### config.mk
export PLATFORM = sky130hd
export DESIGN_NAME = dpmt_table
export DESIGN_NICKNAME = d
export VERILOG_FILES = /design/src/common/dpmt_pkg.sv /design/src/hw/dpmt_select.sv /design/src/hw/dpmt_table.sv
export VERILOG_INCLUDE_DIRS = /design/src /design/src/common
export SDC_FILE = /design/constraint.sdc
export NUM_CORES = 1
export LEC_CHECK = 0
export ABC_AREA = 1
export BUFFER_PORTS_ARGS = -buffer_cell sky130_fd_sc_hd__buf_2
export CAP_MARGIN = 20
export CORE_MARGIN = 2
export CORE_UTILIZATION = 60
export DETAILED_ROUTE_END_ITERATION = 8
export MAX_ROUTING_LAYER = met4
export PLACE_DENSITY_LB_ADDON = 0.3
export SYNTH_ARGS = -nofsm -noshare
export SYNTH_HDL_FRONTEND = slang
export SYNTH_SLANG_ARGS = --single-unit
### constraint.sdc
create_clock -name sys_clk -period 4.4 [get_ports sys_clk]
set_input_delay 0.66 -clock sys_clk [delete_from_list [all_inputs] [get_ports sys_clk]]
set_output_delay 0.66 -clock sys_clk [all_outputs]
set_load 0.02 [all_outputs]
### src/common/dpmt_map.svh
`ifndef DPMT_MAP_SVH
`define DPMT_MAP_SVH
// ****************************************************************
// code point priority map constants
// ****************************************************************
// Overview of operation
// - map register 0 at byte 30h..35h holds fields for points 0..15.
// - map register 1 at byte 36h..3Bh holds fields for points 16..31.
// - map register 2 at byte 3Ch..41h holds fields for points 32..47.
// - map register 3 at byte 42h..47h holds fields for points 48..63.
// - lowest point of a group sits in bits 2:0, highest in bits 47:45.
// - reset clears every 3-bit field to zero.
// - every field is read/write and reads back the last written value.
// - a frame's six code point bits select one field as its priority.
// - lookup applies only on ports whose per-port enable bit is set.
// - layer select 01 gives the mapped priority, or zero if disabled.
// - layer select 10 gives IP frames mapped priority, else layer 2.
// - layer select 11 takes the max of port, mapped and 802.1p prio.
`define DPMT_MAP0_OFS 8'h30
`define DPMT_MAP1_OFS 8'h36
`define DPMT_MAP2_OFS 8'h3C
`define DPMT_MAP3_OFS 8'h42
`define DPMT_MAP_END 8'h48
`define DPMT_BYTES_PER_MAP 6
`define DPMT_FIELD_W 3
`define DPMT_FIELD_RST 3'h0
`define DPMT_ENABLE_OFS 8'h08
`define DPMT_ENABLE_BYTES 3
`define DPMT_ENABLE_RST 17'h00000
`define DPMT_LSEL_OFS 8'h00
`define DPMT_LSEL_LSB 2
`define DPMT_LSEL_RST 2'h0
`endif

### src/common/dpmt_pkg.sv
package dpmt_pkg;
  // layer selection modes
  typedef enum logic [1:0] {
    DPMT_L2_ONLY = 2'b00,
    DPMT_IP_ONLY = 2'b01,
    DPMT_IP_ELSE_L2 = 2'b10,
    DPMT_MAX_ALL = 2'b11
  } dpmt_lsel_e;
  typedef logic [2:0] dpmt_prio_t;
endpackage

### src/hw/dpmt_select.sv
`timescale 1ns/10ps
// ****************************************************************
// priority selection by layer mode
// ****************************************************************
module dpmt_select
  import dpmt_pkg::*;
(
  // mode and qualifiers
  input wire logic [1:0] layer_sel,
  input wire logic is_ip,
  input wire logic cp_enabled,
  input wire logic l2_valid,
  // candidate priorities
  input wire logic [2:0] cp_prio,
  input wire logic [2:0] port_prio,
  input wire logic [2:0] l2_prio,
  // result
  output logic [2:0] sel_prio
);
  logic [2:0] cp_gated;
  logic [2:0] l2_gated;
  logic [2:0] max_a;

  // disabled code point counts as zero; invalid 802.1p priority counts as zero in max mode only
  assign cp_gated = cp_enabled ? cp_prio : 3'h0;
  assign l2_gated = l2_valid ? l2_prio : 3'h0;
  assign max_a = (port_prio > cp_gated) ? port_prio : cp_gated;

  // pick by mode
  always_comb begin
    case (dpmt_lsel_e'(layer_sel))
      DPMT_L2_ONLY: sel_prio = l2_prio;
      DPMT_IP_ONLY: sel_prio = cp_gated;
      DPMT_IP_ELSE_L2: sel_prio = is_ip ? cp_gated : l2_prio;
      DPMT_MAX_ALL: sel_prio = (max_a > l2_gated) ? max_a : l2_gated;
      default: sel_prio = 3'h0;
    endcase
  end
endmodule

### src/hw/dpmt_table.sv
// Our own choice: the strobed register port.
`timescale 1ns/10ps
`include "dpmt_map.svh"
// ****************************************************************
// code point priority map table with byte register port
// ****************************************************************
module dpmt_table
  import dpmt_pkg::*;
#(
  parameter int PORTS = 17
) (
  // clock and reset
  input wire logic sys_clk,
  input wire logic rst,
  // register port
  input wire logic [7:0] reg_addr,
  input wire logic [7:0] reg_wdata,
  input wire logic reg_wr,
  input wire logic reg_rd,
  output logic [7:0] reg_rdata,
  // classifier request
  input wire logic cls_valid,
  input wire logic [4:0] cls_port,
  input wire logic [5:0] cls_codepoint,
  input wire logic cls_is_ip,
  input wire logic [2:0] cls_port_prio,
  input wire logic [2:0] cls_l2_prio,
  input wire logic cls_l2_valid,
  // classifier answer
  output logic prio_valid,
  output logic [2:0] prio_id,
  output logic [2:0] prio_codepoint_id
);
  localparam int ENTRIES = 64;
  localparam int TBL_BYTES = 4 * `DPMT_BYTES_PER_MAP;

  // flat table, entry n at bits 3n+2:3n
  logic [ENTRIES*3-1:0] table_reg;
  logic [PORTS-1:0] per_port_codepoint_enable;
  logic [1:0] layer_sel_reg;
  logic [7:0] rdata_next;
  logic [2:0] cp_prio;
  logic [2:0] sel_prio;
  logic port_en;
  logic tbl_hit;
  logic [4:0] tbl_byte;

  // ****************************************************************
  // byte decode
  // ****************************************************************
  // the four 48-bit registers are contiguous, so one byte index covers all
  assign tbl_hit = (reg_addr >= `DPMT_MAP0_OFS) &&
                   (reg_addr < `DPMT_MAP_END);
  assign tbl_byte = 5'(reg_addr - `DPMT_MAP0_OFS);

  // ****************************************************************
  // table storage
  // ****************************************************************
  genvar gb;
  generate
    for (gb = 0; gb < TBL_BYTES; gb++) begin : g_byte
      // each byte lane of the table, lowest address is least significant
      always_ff @(posedge sys_clk) begin
        if (rst) begin
          table_reg[gb*8 +: 8] <= 8'h00;
        end else if (reg_wr && tbl_hit && tbl_byte == 5'(gb)) begin
          table_reg[gb*8 +: 8] <= reg_wdata;
        end
      end
    end
  endgenerate

  // ****************************************************************
  // control registers
  // ****************************************************************
  // per port enable, bits 16:0 are ports 16..0, three bytes
  always_ff @(posedge sys_clk) begin
    if (rst) begin
      per_port_codepoint_enable <= PORTS'(`DPMT_ENABLE_RST);
    end else if (reg_wr) begin
      for (int i = 0; i < PORTS; i++) begin
        if (reg_addr == `DPMT_ENABLE_OFS + 8'(i / 8)) begin
          per_port_codepoint_enable[i] <= reg_wdata[i % 8];
        end
      end
    end
  end

  // layer selection field
  always_ff @(posedge sys_clk) begin
    if (rst) begin
      layer_sel_reg <= `DPMT_LSEL_RST;
    end else if (reg_wr && reg_addr == `DPMT_LSEL_OFS) begin
      layer_sel_reg <= reg_wdata[`DPMT_LSEL_LSB +: 2];
    end
  end

  // ****************************************************************
  // read path
  // ****************************************************************
  always_comb begin
    rdata_next = 8'h00;
    if (tbl_hit) begin
      rdata_next = table_reg[tbl_byte*8 +: 8];
    end else if (reg_addr == `DPMT_LSEL_OFS) begin
      rdata_next[`DPMT_LSEL_LSB +: 2] = layer_sel_reg;
    end else begin
      for (int i = 0; i < PORTS; i++) begin
        if (reg_addr == `DPMT_ENABLE_OFS + 8'(i / 8)) begin
          rdata_next[i % 8] = per_port_codepoint_enable[i];
        end
      end
    end
  end

  // read data valid only in the cycle after the strobe
  always_ff @(posedge sys_clk) begin
    if (rst) begin
      reg_rdata <= 8'h00;
    end else if (reg_rd) begin
      reg_rdata <= rdata_next;
    end else begin
      reg_rdata <= 8'h00;
    end
  end

  // ****************************************************************
  // lookup
  // ****************************************************************
  assign cp_prio = table_reg[cls_codepoint*3 +: 3];
  assign port_en = (cls_port < 5'(PORTS)) &&
                   per_port_codepoint_enable[cls_port];

  dpmt_select u_select (
    .layer_sel(layer_sel_reg),
    .is_ip(cls_is_ip),
    .cp_enabled(port_en),
    .l2_valid(cls_l2_valid),
    .cp_prio(cp_prio),
    .port_prio(cls_port_prio),
    .l2_prio(cls_l2_prio),
    .sel_prio(sel_prio)
  );

  // registered answer, one cycle after request
  always_ff @(posedge sys_clk) begin
    if (rst) begin
      prio_valid <= 1'b0;
      prio_id <= 3'h0;
      prio_codepoint_id <= 3'h0;
    end else begin
      prio_valid <= cls_valid;
      if (cls_valid) begin
        prio_id <= sel_prio;
        prio_codepoint_id <= port_en ? cp_prio : 3'h0;
      end
    end
  end
endmodule

### After elaboration in Yosys (flattened, before gate mapping)

Index checks and enable logic that the tools add are counted.

* add/subtract/negate cells: 1
* multipliers: 1
* order comparisons: 6
* equality and inequality tests: 29
* shift operators: 2
* multiplexer cells: 29
* bitwise operators: 1
* reduce and logical (&&, ||, !) cells: 35

Operator list (number)
* $shiftx 192x9->3: 1
* $shiftx 192x9->8: 1
* $eq 5x4->1 const B: 8
* $eq 5x5->1 const B: 8
* $logic_and 1x1->1: 28
* $eq 8x4->1 const B: 3
* $eq 5x3->1 const B: 4
* $mux 1: 18
* $mux 3: 5
* $pmux 3 s4: 1
* $eq 5x2->1 const B: 2
* $ge 8x6->1 const B: 1
* $logic_not 8->1: 1
* $lt 8x7->1 const B: 1
* $mul 6x2->8 const B: 1
* $mux 8: 1
* $gt 3x3->1: 2
* $lt 5x6->1 const B: 1
* $reduce_and 2->1: 3
* $bmux 1 s5: 1
* $eq 5x1->1 const B: 1
* $logic_not 5->1: 1
* $lt 5x5->1 const B: 1
* $sub 5x5->5 const B: 1
* other kinds (7): 9

* register bits: 226
* output and inout port bits: 15

### Depth between registers and ports, before layout

Gate-level depths: netlist (run 1).

* depth in word-level cells: 9
* depth in mapped cells: 32

### Cells and area by module

From an unflattened synthesis (run 1), not the netlist that was laid out.

* cell total of the unflattened synthesis: 1956
* area, all modules: 12460.7 µm²

By module, submodules not included
* dpmt_table: times used 1, cells each 1885, area an instance 12080.3 µm²
* dpmt_select: times used 1, cells each 71, area an instance 380.4 µm²

### Least setup slack after synthesis (run 1)

Ideal clock, no wire load.

* path type: input port to flip-flop
* start point: in cls_codepoint[0]
* end point: reg prio_id[2]
* library setup time: 0.071 ns
* arrival: 3.983 ns
* required time: 4.329 ns
* setup slack: 0.346 ns
* cell stages on the path: 30
* cells stage by stage: buf_2 > clkinv_1 > clkbuf_1 > clkbuf_1 > nand2_1 > nand3_1 > nand3_1 > nand3_1 > nand2_1 > nand2_1 > nand3_1 > nand2_1 > nand2_1 > ha_1 > a31oi_1 > nand2_1 > inv_1 > a31oi_1 > inv_1 > nand3_1 > nand2_1 > ha_1 > nand3b_1 > a32oi_1 > a21oi_1 > nor2_1 > nand2_1 > nand2_1 > nand2_1 > a21oi_1

* cells in the longest elaborated chain, start to end: 8
* elaborated cells between the ends (all ways): 9
* those cells by class: 1 x mul; 2 x order compare; 1 x shift; 5 x mux

Ends and longest elaborated chain
* from (decl): line dpmt_table.sv:24 `input wire logic [5:0] cls_codepoint,`
* $mul 6x2->8 *: line dpmt_table.sv:130 `assign cp_prio = table_reg[cls_codepoint*3 +: 3];`
* $shiftx 192x9->3 *: line dpmt_table.sv:130
* $mux 3 *: line dpmt_select.sv:25 `assign cp_gated = cp_enabled ? cp_prio : 3'h0;`
* $gt 3x3->1: line dpmt_select.sv:27 `assign max_a = (port_prio > cp_gated) ? port_prio : cp_gated;`
* $mux 3: line dpmt_select.sv:27
* $gt 3x3->1: line dpmt_select.sv:35 `DPMT_MAX_ALL: sel_prio = (max_a > l2_gated) ? max_a : l2_gated;`
* $mux 3: line dpmt_select.sv:35
* $pmux 3 s4 *: line dpmt_select.sv:31 `case (dpmt_lsel_e'(layer_sel))`
* to (signal assigned): line dpmt_table.sv:154 `prio_id <= sel_prio;`
* to (decl): line dpmt_table.sv:31 `output logic [2:0] prio_id,`

Mark *: on every way between the ends. The rest lies on a longest branch, timed or not.
A chain may end at the register's enable or synchronous reset.

### Final worst setup path (run 1)

Ends and elaborated chain as after synthesis.

==> results.py, run 1 <==
metrics = {
    "status": {
        "outcome": "finished clean",
    },
    "sta": {
        "period_minus_slack_ns": 3.91,
        "tightestPinTransition_ns": 1.22,
        "tns_ns": 0,
        "slew_violations": 0,
        "clock.fmax_mhz": 256,
        "min_period_over_period_pct": 88.8,
        "holdWs_ns": 0.402,
        "slew-limit-headroom_pct": 18.4,
        "setup_violations": 0,
        "rsz0062_at_grt": "false",
        "hold_violations": 0,
        "finClkSkew_ns": 0.00833,
    },
    "power": {
        "p_clk_share_pct": 45.3,
        "power_frac_seq_pct": 44.9,
        "p_comb_share_pct": 9.8,
        "powerDensity_mw_per_mm2": 353,
        "switching_share_pct": 26.1,
        "worst_ir_drop_vdd_mv": 0.307,
        "p_leak_nw": 4.82,
        "p_switching_mw": 1.20,
        "internal_power_mw": 3.39,
    },
    "synthesis": {
        "postSynth.asyncResetShare_pct": 0,
        "syn-num-nets": 1735,
        "synth_area_per_cell_um2": 7.00,
        "synth.distinct_cells": 46,
        "yosys_warnings": 0,
        "synth_seq_cells": 226,
        "mappedNetlistArea_mm2": 0.0118,
        "syn_inst": 1689,
        "synth_edf_count": 0,
        "ys_dominant_reg_cell": "dfxtp_1",
        "ys_seq_area_share_pct": 38.2,
    },
    "worst_setup_path": {
        "required_ns": 4.86,
        "r2r_end": "prio_id[2]$_SDFFE_PP0P_",
        "max_stage_delay_ns": 0.39,
        "worstPathArrival_ns": 4.37,
        "crit_cells": 28,
        "crit_top_cell": "nand2_1",
        "crit_buf_inv": 4,
        "ff2ff_path_depth": 26,
        "cp-end-kind": "flip-flop",
        "r2r-start": "per_port_codepoint_enable[6]$_SDFFE_PP0P_",
        "crit_path_max_fanout": 33,
        "path_class": "in -> reg",
        "startpoint_type": "input pin",
        "rrSetupSlack_ns": 0.74,
        "critPathTopFamily": "simple AND/OR/NAND/NOR gates",
        "slowest_stage": "a32oi_1",
    },
    "layout": {
        "filler_cell_count": 1714,
        "drive_above_1_share_pct": 9.59,
        "multi_input_area_mm2": 0.00632,
        "regArea_mm2": 0.00452,
        "fin_nets": 1719,
        "diodes": 0,
        "area_growth_syn_to_layout_pct": 9.98,
        "largest_register_ffs": 192,
    },
    "routing": {
        "vias": 12500,
        "drtIter0Drc": 1641,
        "wl_per_cell_um": 20.2,
        "drt_pass1_iterations": 6,
        "drc_errors": 0,
        "vias_per_cell": 6.41,
        "ant_nets": 0,
        "drt-total-wl_mm": 39.6,
    },
    "global_routing": {
        "grt_pass1_wl_mm": 61.2,
        "antenna_found_initial": 0,
        "grt_max_degree": 102,
        "track_usage_pct": 38.5,
        "grt_pass1_vias": 11100,
        "gr-total-overflow": 0,
    },
    "clock_tree": {
        "clkTransAtPathRegs_ns": 0.07,
        "clock_latency_ns": 0.53,
        "cts-buffers-inserted": 24,
        "cts_setup_buffers": 0,
        "tritoncts": "done",
        "ctsResizeCount": 0,
        "cts.sinks": 226,
        "clockRootBuffer": "clkbuf_16",
        "hold_buffers": 0,
        "clockBufferDepth": 3,
        "htreeDepth": 1,
    },
    "hold_path": {
        "holdPathEnd": "prio_codepoint_id[1]$_SDFFE_PP0P_",
        "hold_start": "cls_valid",
        "hold_path_class": "in -> reg",
        "holdPathStages": 2,
    },
    "die": {
        "die_y_um": 144,
        "fp.dieW_um": 144,
        "fp-row-count": 51,
        "fp.dieArea_mm2": 0.0209,
        "design.core.area_mm2": 0.0194,
        "io_pins": 55,
        "start_util_pct": 61.0,
    },
    "placed_design": {
        "io_buffers": 54,
        "gp_congestion": 0.968,
        "hpwl_mm": 26.0,
    },
    "run": {
        "maxCapViolCount": 0,
    },
}
==> metrics by stage <==
stage	area [um^2]	utilization, %	power, mW	instances	setup WS, ns
final	13000	67.1	4.59	1955	0.493
after CTS	13000	66.9	4.57	1954	0.574
after detailed placement	12200	62.8	2.53	1911	0.0399
after floorplan	11800	-	2.37	1689	0.346
after global routing	13000	67.1	4.69	1955	0.112
after global placement	12200	62.8	2.53	1911	0.141
==> placed cells by master (no fill, tap or decap), types with 3 or more instances in the layout <==
| cell type | n |
|---|---|
| clkbuf_8 | 6 |
| nor2_4 | 9 |
| buf_12 | 6 |
| clkbuf_1 | 5 |
| o21a_1 | 16 |
| o21ai_1 | 5 |
| a31oi_1 | 7 |
| buf_4 | 23 |
| ha_1 | 6 |
| clkinv_2 | 4 |
| o2111ai_1 | 12 |
| inv_2 | 8 |
| nor3_1 | 5 |
| nand3_1 | 207 |
| buf_2 | 53 |
| clkbuf_16 | 24 |
| o22ai_1 | 16 |
| nor2_1 | 98 |
| clkinv_1 | 8 |
| o31ai_1 | 3 |
| nor4_4 | 3 |
| a22oi_1 | 57 |
| inv_1 | 101 |
| nor3_4 | 5 |
| dfxtp_1 | 226 |
| o21ai_0 | 131 |
| a211oi_1 | 72 |
| nand3_2 | 3 |
| a221oi_1 | 6 |
| nor2_2 | 5 |
| a21oi_1 | 183 |
| nand2_1 | 354 |
| o21bai_1 | 3 |
==> power by group through the flow <==
stage / Clock (mW) / Combinational (mW) / Sequential [mW]
2_1_floorplan: 0 / 0.261 / 2.11
3_3_place_gp: 0 / 0.424 / 2.10
3_5_place_dp: 0 / 0.427 / 2.10
4_1_cts: 2.08 / 0.429 / 2.06
5_1_grt: 2.15 / 0.476 / 2.06
6_report: 2.08 / 0.450 / 2.06
==> worst register-to-register path: stages, from the launching register on <==
cell      delay (ns)
dfxtp_1         0.33
inv_1           0.06
o21ai_0         0.16
nand3_1         0.11
nand2_1         0.08
nand2_1         0.04
nand2_1         0.06
nand2_1         0.04
o21ai_1         0.26
nand2_1         0.15
ha_1            0.34
a31oi_1         0.09
nand2_1         0.09
inv_1           0.06
a31oi_1         0.23
inv_1           0.10
nand3_1         0.11
nand2_1         0.07
ha_1            0.29
nand3b_1        0.08
a32oi_1         0.39
a21oi_1         0.08
nor2_1          0.11
nand2_1         0.06
nand2_1         0.05
nand2_1         0.04
a21oi_1         0.11
==> cell families (layout without fill, tap and decap cells) <==
family	count (synthesis)	after routing	synth area share (%)
buf+inv	243	244	8.48
fa+ha+maj	6	6	0.635
flops	226	226	38.2
compound gates	516	516	26.2
simple gates	698	698	26.5
==> final cells by class <==
cell class / count / share of cell area (%)
multi-input cells: 1220 / 48.6
flip-flops and latches: 226 / 34.8
clock buffers: 35 / 5.39
repair buffers: 83 / 4.50
inverters: 118 / 3.41
well taps: 265 / 2.55
clock inverters: 8 / 0.817
==> layer usage <==
layer | wire [um] | part of all wire, % | vias to the layer above | GRT usage [%]
li1 | - | - | 5830 | -
met1 | 16100 | 41 | 5732 | 51.6
met2 | 16900 | 43 | 837 | 56.4
met3 | 4850 | 12 | 138 | 8.54
met4 | 1680 | 4.3 | 0 | 16.0
met5 | 0 | 0 | - | -
==> synthesized netlist by cell type (all sizes together), types with 6 or more instances <==
cell | instances | area (um^2)
clkbuf | 88 | 332
o21ai | 136 | 681
buf | 37 | 228
o22ai | 16 | 100
nand3 | 211 | 1080
clkinv | 11 | 42.5
inv | 107 | 402
nor3 | 11 | 116
dfxtp | 226 | 4520
o2111ai | 12 | 105
a221oi | 6 | 52.6
o21a | 16 | 120
nand2 | 357 | 1360
a31oi | 7 | 43.8
a211oi | 72 | 541
nor2 | 112 | 485
a22oi | 57 | 428
ha | 6 | 75.1
a21oi | 183 | 916
==> worst max path at each step <==
stage | startpoint | slack (ns) | end
after floorplan | cls_codepoint[0] | 0.35 | prio_id[2]$_SDFFE_PP0P_
after global placement | cls_codepoint[0] | 0.14 | prio_id[0]$_SDFFE_PP0P_
after detailed placement | cls_codepoint[0] | 0.04 | prio_id[1]$_SDFFE_PP0P_
after CTS | cls_codepoint[0] | 0.57 | prio_id[2]$_SDFFE_PP0P_
after global routing | cls_codepoint[0] | 0.11 | prio_id[2]$_SDFFE_PP0P_
final | cls_codepoint[0] | 0.49 | prio_id[2]$_SDFFE_PP0P_
Power figures use the tool's default switching activity.
==> run 2, diff against run 1 <==
CORE_ASPECT_RATIO = 1.75   (was not set)
CORE_MARGIN = 3   (was 2)
PLACE_DENSITY = 0.78   (was not set)
PLACE_DENSITY_LB_ADDON = not set   (was 0.3)
==> run 2 against run 1 <==
  * Die area is 3.1% higher
  * Power decreased by 3.6%
  * Critical endpoint is now prio_id[1]$_SDFFE_PP0P_
  * Core utilization down 0.27 points
  * Via count rose by 0.87%
  * Routed wire length grew 3.5%
==> results.py, run 2 (synthesized netlist as in run 1, its figures left out) <==
metrics = {
    "status": {
        "outcome": "finished clean",
    },
    "global_routing": {
        "grt_pass1_wl_mm": 64.1,
        "grt_max_degree": 102,
        "track_usage_pct": 38.3,
        "gr-total-overflow": 0,
        "antenna_found_initial": 0,
        "grt_pass1_vias": 11900,
    },
    "hold_path": {
        "holdPathStages": 2,
        "hold_path_class": "in -> reg",
    },
    "layout": {
        "drive_above_1_share_pct": 9.32,
        "final_common_cell": "nand2_1",
        "regArea_mm2": 0.00452,
        "filler_cell_count": 1768,
        "fin_nets": 1718,
        "mostFrequentLayoutCells": "nand2_1, dfxtp_1, nand3_1, a21oi_1, o21ai_0",
        "largest_register_ffs": 192,
        "diodes": 0,
        "multi_input_area_mm2": 0.00631,
        "stdcell_count": 1925,
        "area_growth_syn_to_layout_pct": 8.88,
    },
    "worst_setup_path": {
        "worstPathArrival_ns": 4.21,
        "slowest_stage": "buf_4",
        "crit_path_end": "prio_id[1]$_SDFFE_PP0P_",
        "startpoint": "cls_codepoint[0]",
        "crit_top_cell": "nand2_1",
        "startpoint_type": "input pin",
        "cp-end-kind": "flip-flop",
        "ff2ff_path_depth": 27,
        "rrSetupSlack_ns": 0.92,
        "r2r_end": "prio_id[1]$_SDFFE_PP0P_",
        "required_ns": 4.85,
        "crit_path_max_fanout": 31,
        "r2r-start": "table_reg[35]$_SDFFE_PP0P_",
        "path_class": "in -> reg",
        "max_stage_delay_ns": 0.32,
    },
    "routing": {
        "vias_per_cell": 6.57,
        "vias": 12600,
        "drt-total-wl_mm": 40.9,
        "drtIter0Drc": 1514,
        "drc_errors": 0,
        "drt_pass1_iterations": 8,
        "ant_nets": 0,
        "wl_per_cell_um": 21.3,
    },
    "clock_tree": {
        "cts.sinks": 226,
        "ctsResizeCount": 0,
        "clock_latency_ns": 0.53,
        "cts-buffers-inserted": 22,
        "clockRootBuffer": "clkbuf_16",
        "clockBufferDepth": 3,
        "hold_buffers": 0,
        "htreeDepth": 1,
        "clkTransAtPathRegs_ns": 0.06,
        "cts_setup_buffers": 0,
        "tritoncts": "done",
    },
    "die": {
        "fp-row-count": 67,
        "start_util_pct": 61.4,
        "fp.dieW_um": 112,
        "die_y_um": 192,
        "fp.dieArea_mm2": 0.0215,
        "io_pins": 55,
        "design.core.area_mm2": 0.0193,
    },
    "sta": {
        "slew_violations": 0,
        "period_minus_slack_ns": 3.76,
        "tightestPinTransition_ns": 1.06,
        "clock.fmax_mhz": 266,
        "slew-limit-headroom_pct": 29.3,
        "setup_violations": 0,
        "tns_ns": 0,
        "hold_violations": 0,
        "finClkSkew_ns": 0.0113,
        "min_period_over_period_pct": 85.4,
        "rsz0062_at_grt": "false",
    },
    "power": {
        "p_clk_share_pct": 43.3,
        "p_leak_nw": 4.77,
        "powerDensity_mw_per_mm2": 343,
        "worst_ir_drop_vdd_mv": 0.361,
        "internal_power_mw": 3.26,
        "power_frac_seq_pct": 46.5,
        "switching_share_pct": 26.4,
        "p_switching_mw": 1.17,
        "p_comb_share_pct": 10.1,
    },
    "placed_design": {
        "io_buffers": 54,
        "gp_congestion": 1.01,
        "dp_cells": 1888,
        "hpwl_mm": 27.9,
    },
    "run": {
        "maxCapViolCount": 0,
    },
}
[run 2: worst min-delay path by stage]
| stage | from | end |
|---|---|---|
| detailed placement | prio_id[2]$_SDFFE_PP0P_ | prio_id[2]$_SDFFE_PP0P_ |
| global route | cls_valid | prio_codepoint_id[2]$_SDFFE_PP0P_ |
| finish | cls_valid | prio_codepoint_id[2]$_SDFFE_PP0P_ |
| global placement | prio_id[2]$_SDFFE_PP0P_ | prio_id[2]$_SDFFE_PP0P_ |
| CTS | cls_valid | prio_codepoint_id[2]$_SDFFE_PP0P_ |
| floorplan | table_reg[31]$_SDFFE_PP0P_ | table_reg[31]$_SDFFE_PP0P_ |
[run 2: metal layers]
layer  GRT usage (%)  share of wire, %  wire [um]
met4            30.7                10       4110
met3            4.41               7.9       3250
met1            42.5                35      14200
met2            61.9                47      19300
met5               -                 0          0
[run 2: power by group through the flow]
stage / Clock [mW] / Combinational, mW / Sequential, mW
after floorplan: 0 / 0.261 / 2.11
after global placement: 0 / 0.425 / 2.10
after detailed placement: 0 / 0.430 / 2.10
after CTS: 1.92 / 0.432 / 2.06
after global routing: 1.99 / 0.478 / 2.06
final: 1.92 / 0.448 / 2.06
[run 2: area by class of cell]
type,instances,share of cell area [%]
inverters,118,3.45
well taps,241,2.34
repair buffers,84,4.60
multi-input cells,1220,49.0
clock buffers,28,4.69
flip-flops and latches,226,35.1
clock inverters,8,0.787
[run 2: metrics by stage]
step                      total power [mW]  hold WS (ns)  instance area [um^2]  utilization [%]  setup slack, ns
after floorplan                       2.37         0.439                 11800                -            0.346
after CTS                             4.41         0.394                 12900             66.7            0.713
after global placement                2.53         0.452                 12100             63.0            0.284
after global routing                  4.53         0.415                 12900             66.8            0.245
final                                 4.42         0.391                 12900             66.8            0.643
after detailed placement              2.53         0.454                 12100             63.0            0.184
[run 2: critical path: cells and delay by family]
family          cells  cell delay (ns)
simple gates       17             1.53
buf+inv             5             0.76
compound gates      5             0.64
fa+ha+maj           2             0.61
==> run 3, diff against run 2 <==
CORE_UTILIZATION = 45   (was 60)
PLACE_DENSITY = not set   (was 0.78)
==> run 3 against run 2 <==
  * Clock skew is 0.010 ns higher
  * Clock power is 8% higher
  * Register-to-register slack hardly changed
  * Critical endpoint unchanged
==> results.py, run 3 (synthesized netlist as in run 1, its figures left out) <==
metrics = {
    "routing": {
        "drtIter0Drc": 1015,
        "drc_errors": 0,
        "drt-total-wl_mm": 44.0,
        "vias_per_cell": 6.05,
        "drt_pass1_iterations": 6,
        "wl_per_cell_um": 21.9,
        "vias": 12200,
        "ant_nets": 0,
    },
    "clock_tree": {
        "cts-buffers-inserted": 23,
        "cts_setup_buffers": 0,
        "clkTransAtPathRegs_ns": 0.06,
        "tritoncts": "done",
        "ctsResizeCount": 0,
        "htreeDepth": 1,
        "clock_latency_ns": 0.54,
        "clockBufferDepth": 3,
        "hold_buffers": 0,
        "clockRootBuffer": "clkbuf_16",
        "cts.sinks": 226,
    },
    "power": {
        "worst_ir_drop_vdd_mv": 0.491,
        "powerDensity_mw_per_mm2": 350,
        "p_leak_nw": 4.85,
        "power_mw": 4.59,
    },
    "layout": {
        "largest_register_ffs": 192,
        "finish.instance_area_mm2": 0.0131,
        "final_common_cell": "nand2_1",
        "multi_input_area_mm2": 0.00632,
        "regArea_mm2": 0.00452,
        "area_growth_syn_to_layout_pct": 10.9,
        "mostFrequentLayoutCells": "nand2_1, dfxtp_1, nand3_1, a21oi_1, o21ai_0",
        "fin_util_pct": 51.4,
        "fin_nets": 1724,
        "filler_cell_count": 2560,
        "diodes": 0,
        "drive_above_1_share_pct": 9.86,
    },
    "placed_design": {
        "io_buffers": 54,
        "gp_congestion": 0.921,
        "hpwl_mm": 30.7,
        "placed_area_mm2": 0.0124,
    },
    "die": {
        "io_pins": 55,
        "start_util_pct": 46.3,
        "fp-row-count": 77,
        "die_y_um": 221,
        "fp.dieW_um": 129,
        "design.core.area_mm2": 0.0255,
        "fp.dieArea_mm2": 0.0283,
    },
    "sta": {
        "min_period_over_period_pct": 83.9,
        "tightestPinTransition_ns": 1.14,
        "tns_ns": 0,
        "slew-limit-headroom_pct": 23.8,
        "rsz0062_at_grt": "false",
        "holdWs_ns": 0.392,
        "hold_violations": 0,
        "setup_violations": 0,
        "slew_violations": 0,
        "clock.fmax_mhz": 271,
        "period_minus_slack_ns": 3.69,
        "finClkSkew_ns": 0.0215,
    },
    "status": {
        "outcome": "finished clean",
    },
    "global_routing": {
        "grt_pass1_vias": 11500,
        "grt_pass1_wl_mm": 67.4,
        "gr-total-overflow": 0,
        "antenna_found_initial": 0,
        "grt_max_degree": 99,
        "track_usage_pct": 31.6,
    },
    "worst_setup_path": {
        "startpoint_type": "input pin",
        "path_class": "in -> reg",
        "slowest_stage": "buf_4",
        "cp-end-kind": "flip-flop",
        "max_stage_delay_ns": 0.34,
        "required_ns": 4.85,
        "crit_top_cell": "nand2_1",
        "crit_path_max_fanout": 35,
        "worstPathArrival_ns": 4.14,
    },
    "run": {
        "maxCapViolCount": 0,
    },
    "hold_path": {
        "hold_path_class": "in -> reg",
    },
}
-- run 3: cell count changes in the layout (fill, tap and decap cells not counted), moves of 2 or more --
cell	delta
buf_12	+3
buf_4	+3
clkinv_2	+3
clkbuf_8	+2
clkinvlp_4	-2
-- run 3: final cells by class --
class | instances | share of cell area (%)
multi-input combinational | 1220 | 48.2
sequential | 226 | 34.5
timing repair buffer | 89 | 5.11
clock buffer | 29 | 4.79
inverter | 118 | 3.39
tap | 316 | 3.01
clock inverter | 11 | 1.07
-- run 3: layer usage --
metal | up-vias | share of wire (%) | GRT usage (%)
met5 | - | 0 | -
met4 | 0 | 8.3 | 22.4
met3 | 170 | 5.8 | 3.16
met2 | 532 | 49 | 52.3
met1 | 5616 | 37 | 35.4
li1 | 5832 | - | -
-- run 3: path summary, 6_finish.rpt --
check / depth (start not counted) / start / end / slack, ns
worst max register to register: 27 / table_reg[20]$_SDFFE_PP0P_ / prio_id[1]$_SDFFE_PP0P_ / 0.91
worst max-delay path: 30 / cls_codepoint[0] / prio_id[1]$_SDFFE_PP0P_ / 0.71
worst min-delay path: 2 / cls_valid / prio_codepoint_id[1]$_SDFFE_PP0P_ / 0.39
worst min register to register: 2 / prio_id[0]$_SDFFE_PP0P_ / prio_id[0]$_SDFFE_PP0P_ / 0.47
-- run 3: power by group --
| group | internal (mW) | switching, mW |
|---|---|---|
| Clock | 1.19 | 0.876 |
| Combinational | 0.124 | 0.341 |
| Sequential | 2.05 | 0.00457 |
| Total | 3.37 | 1.22 |
-- run 3: metrics by stage --
stage | instances | setup WS [ns]
6_report | 2009 | 0.706
4_1_cts | 2009 | 0.758
3_5_place_dp | 1969 | 0.224
3_3_place_gp | 1968 | 0.282
5_1_grt | 2009 | 0.218
2_1_floorplan | 1689 | 0.346
-- run 3: worst max-delay path, delay by kind of cell --
family / cells / cell delay [ns]
AOI/OAI and AO/OA: 5 / 0.64
and+or+nand+nor: 17 / 1.33
buffers and inverters: 6 / 0.85
adders and majority gates: 2 / 0.62
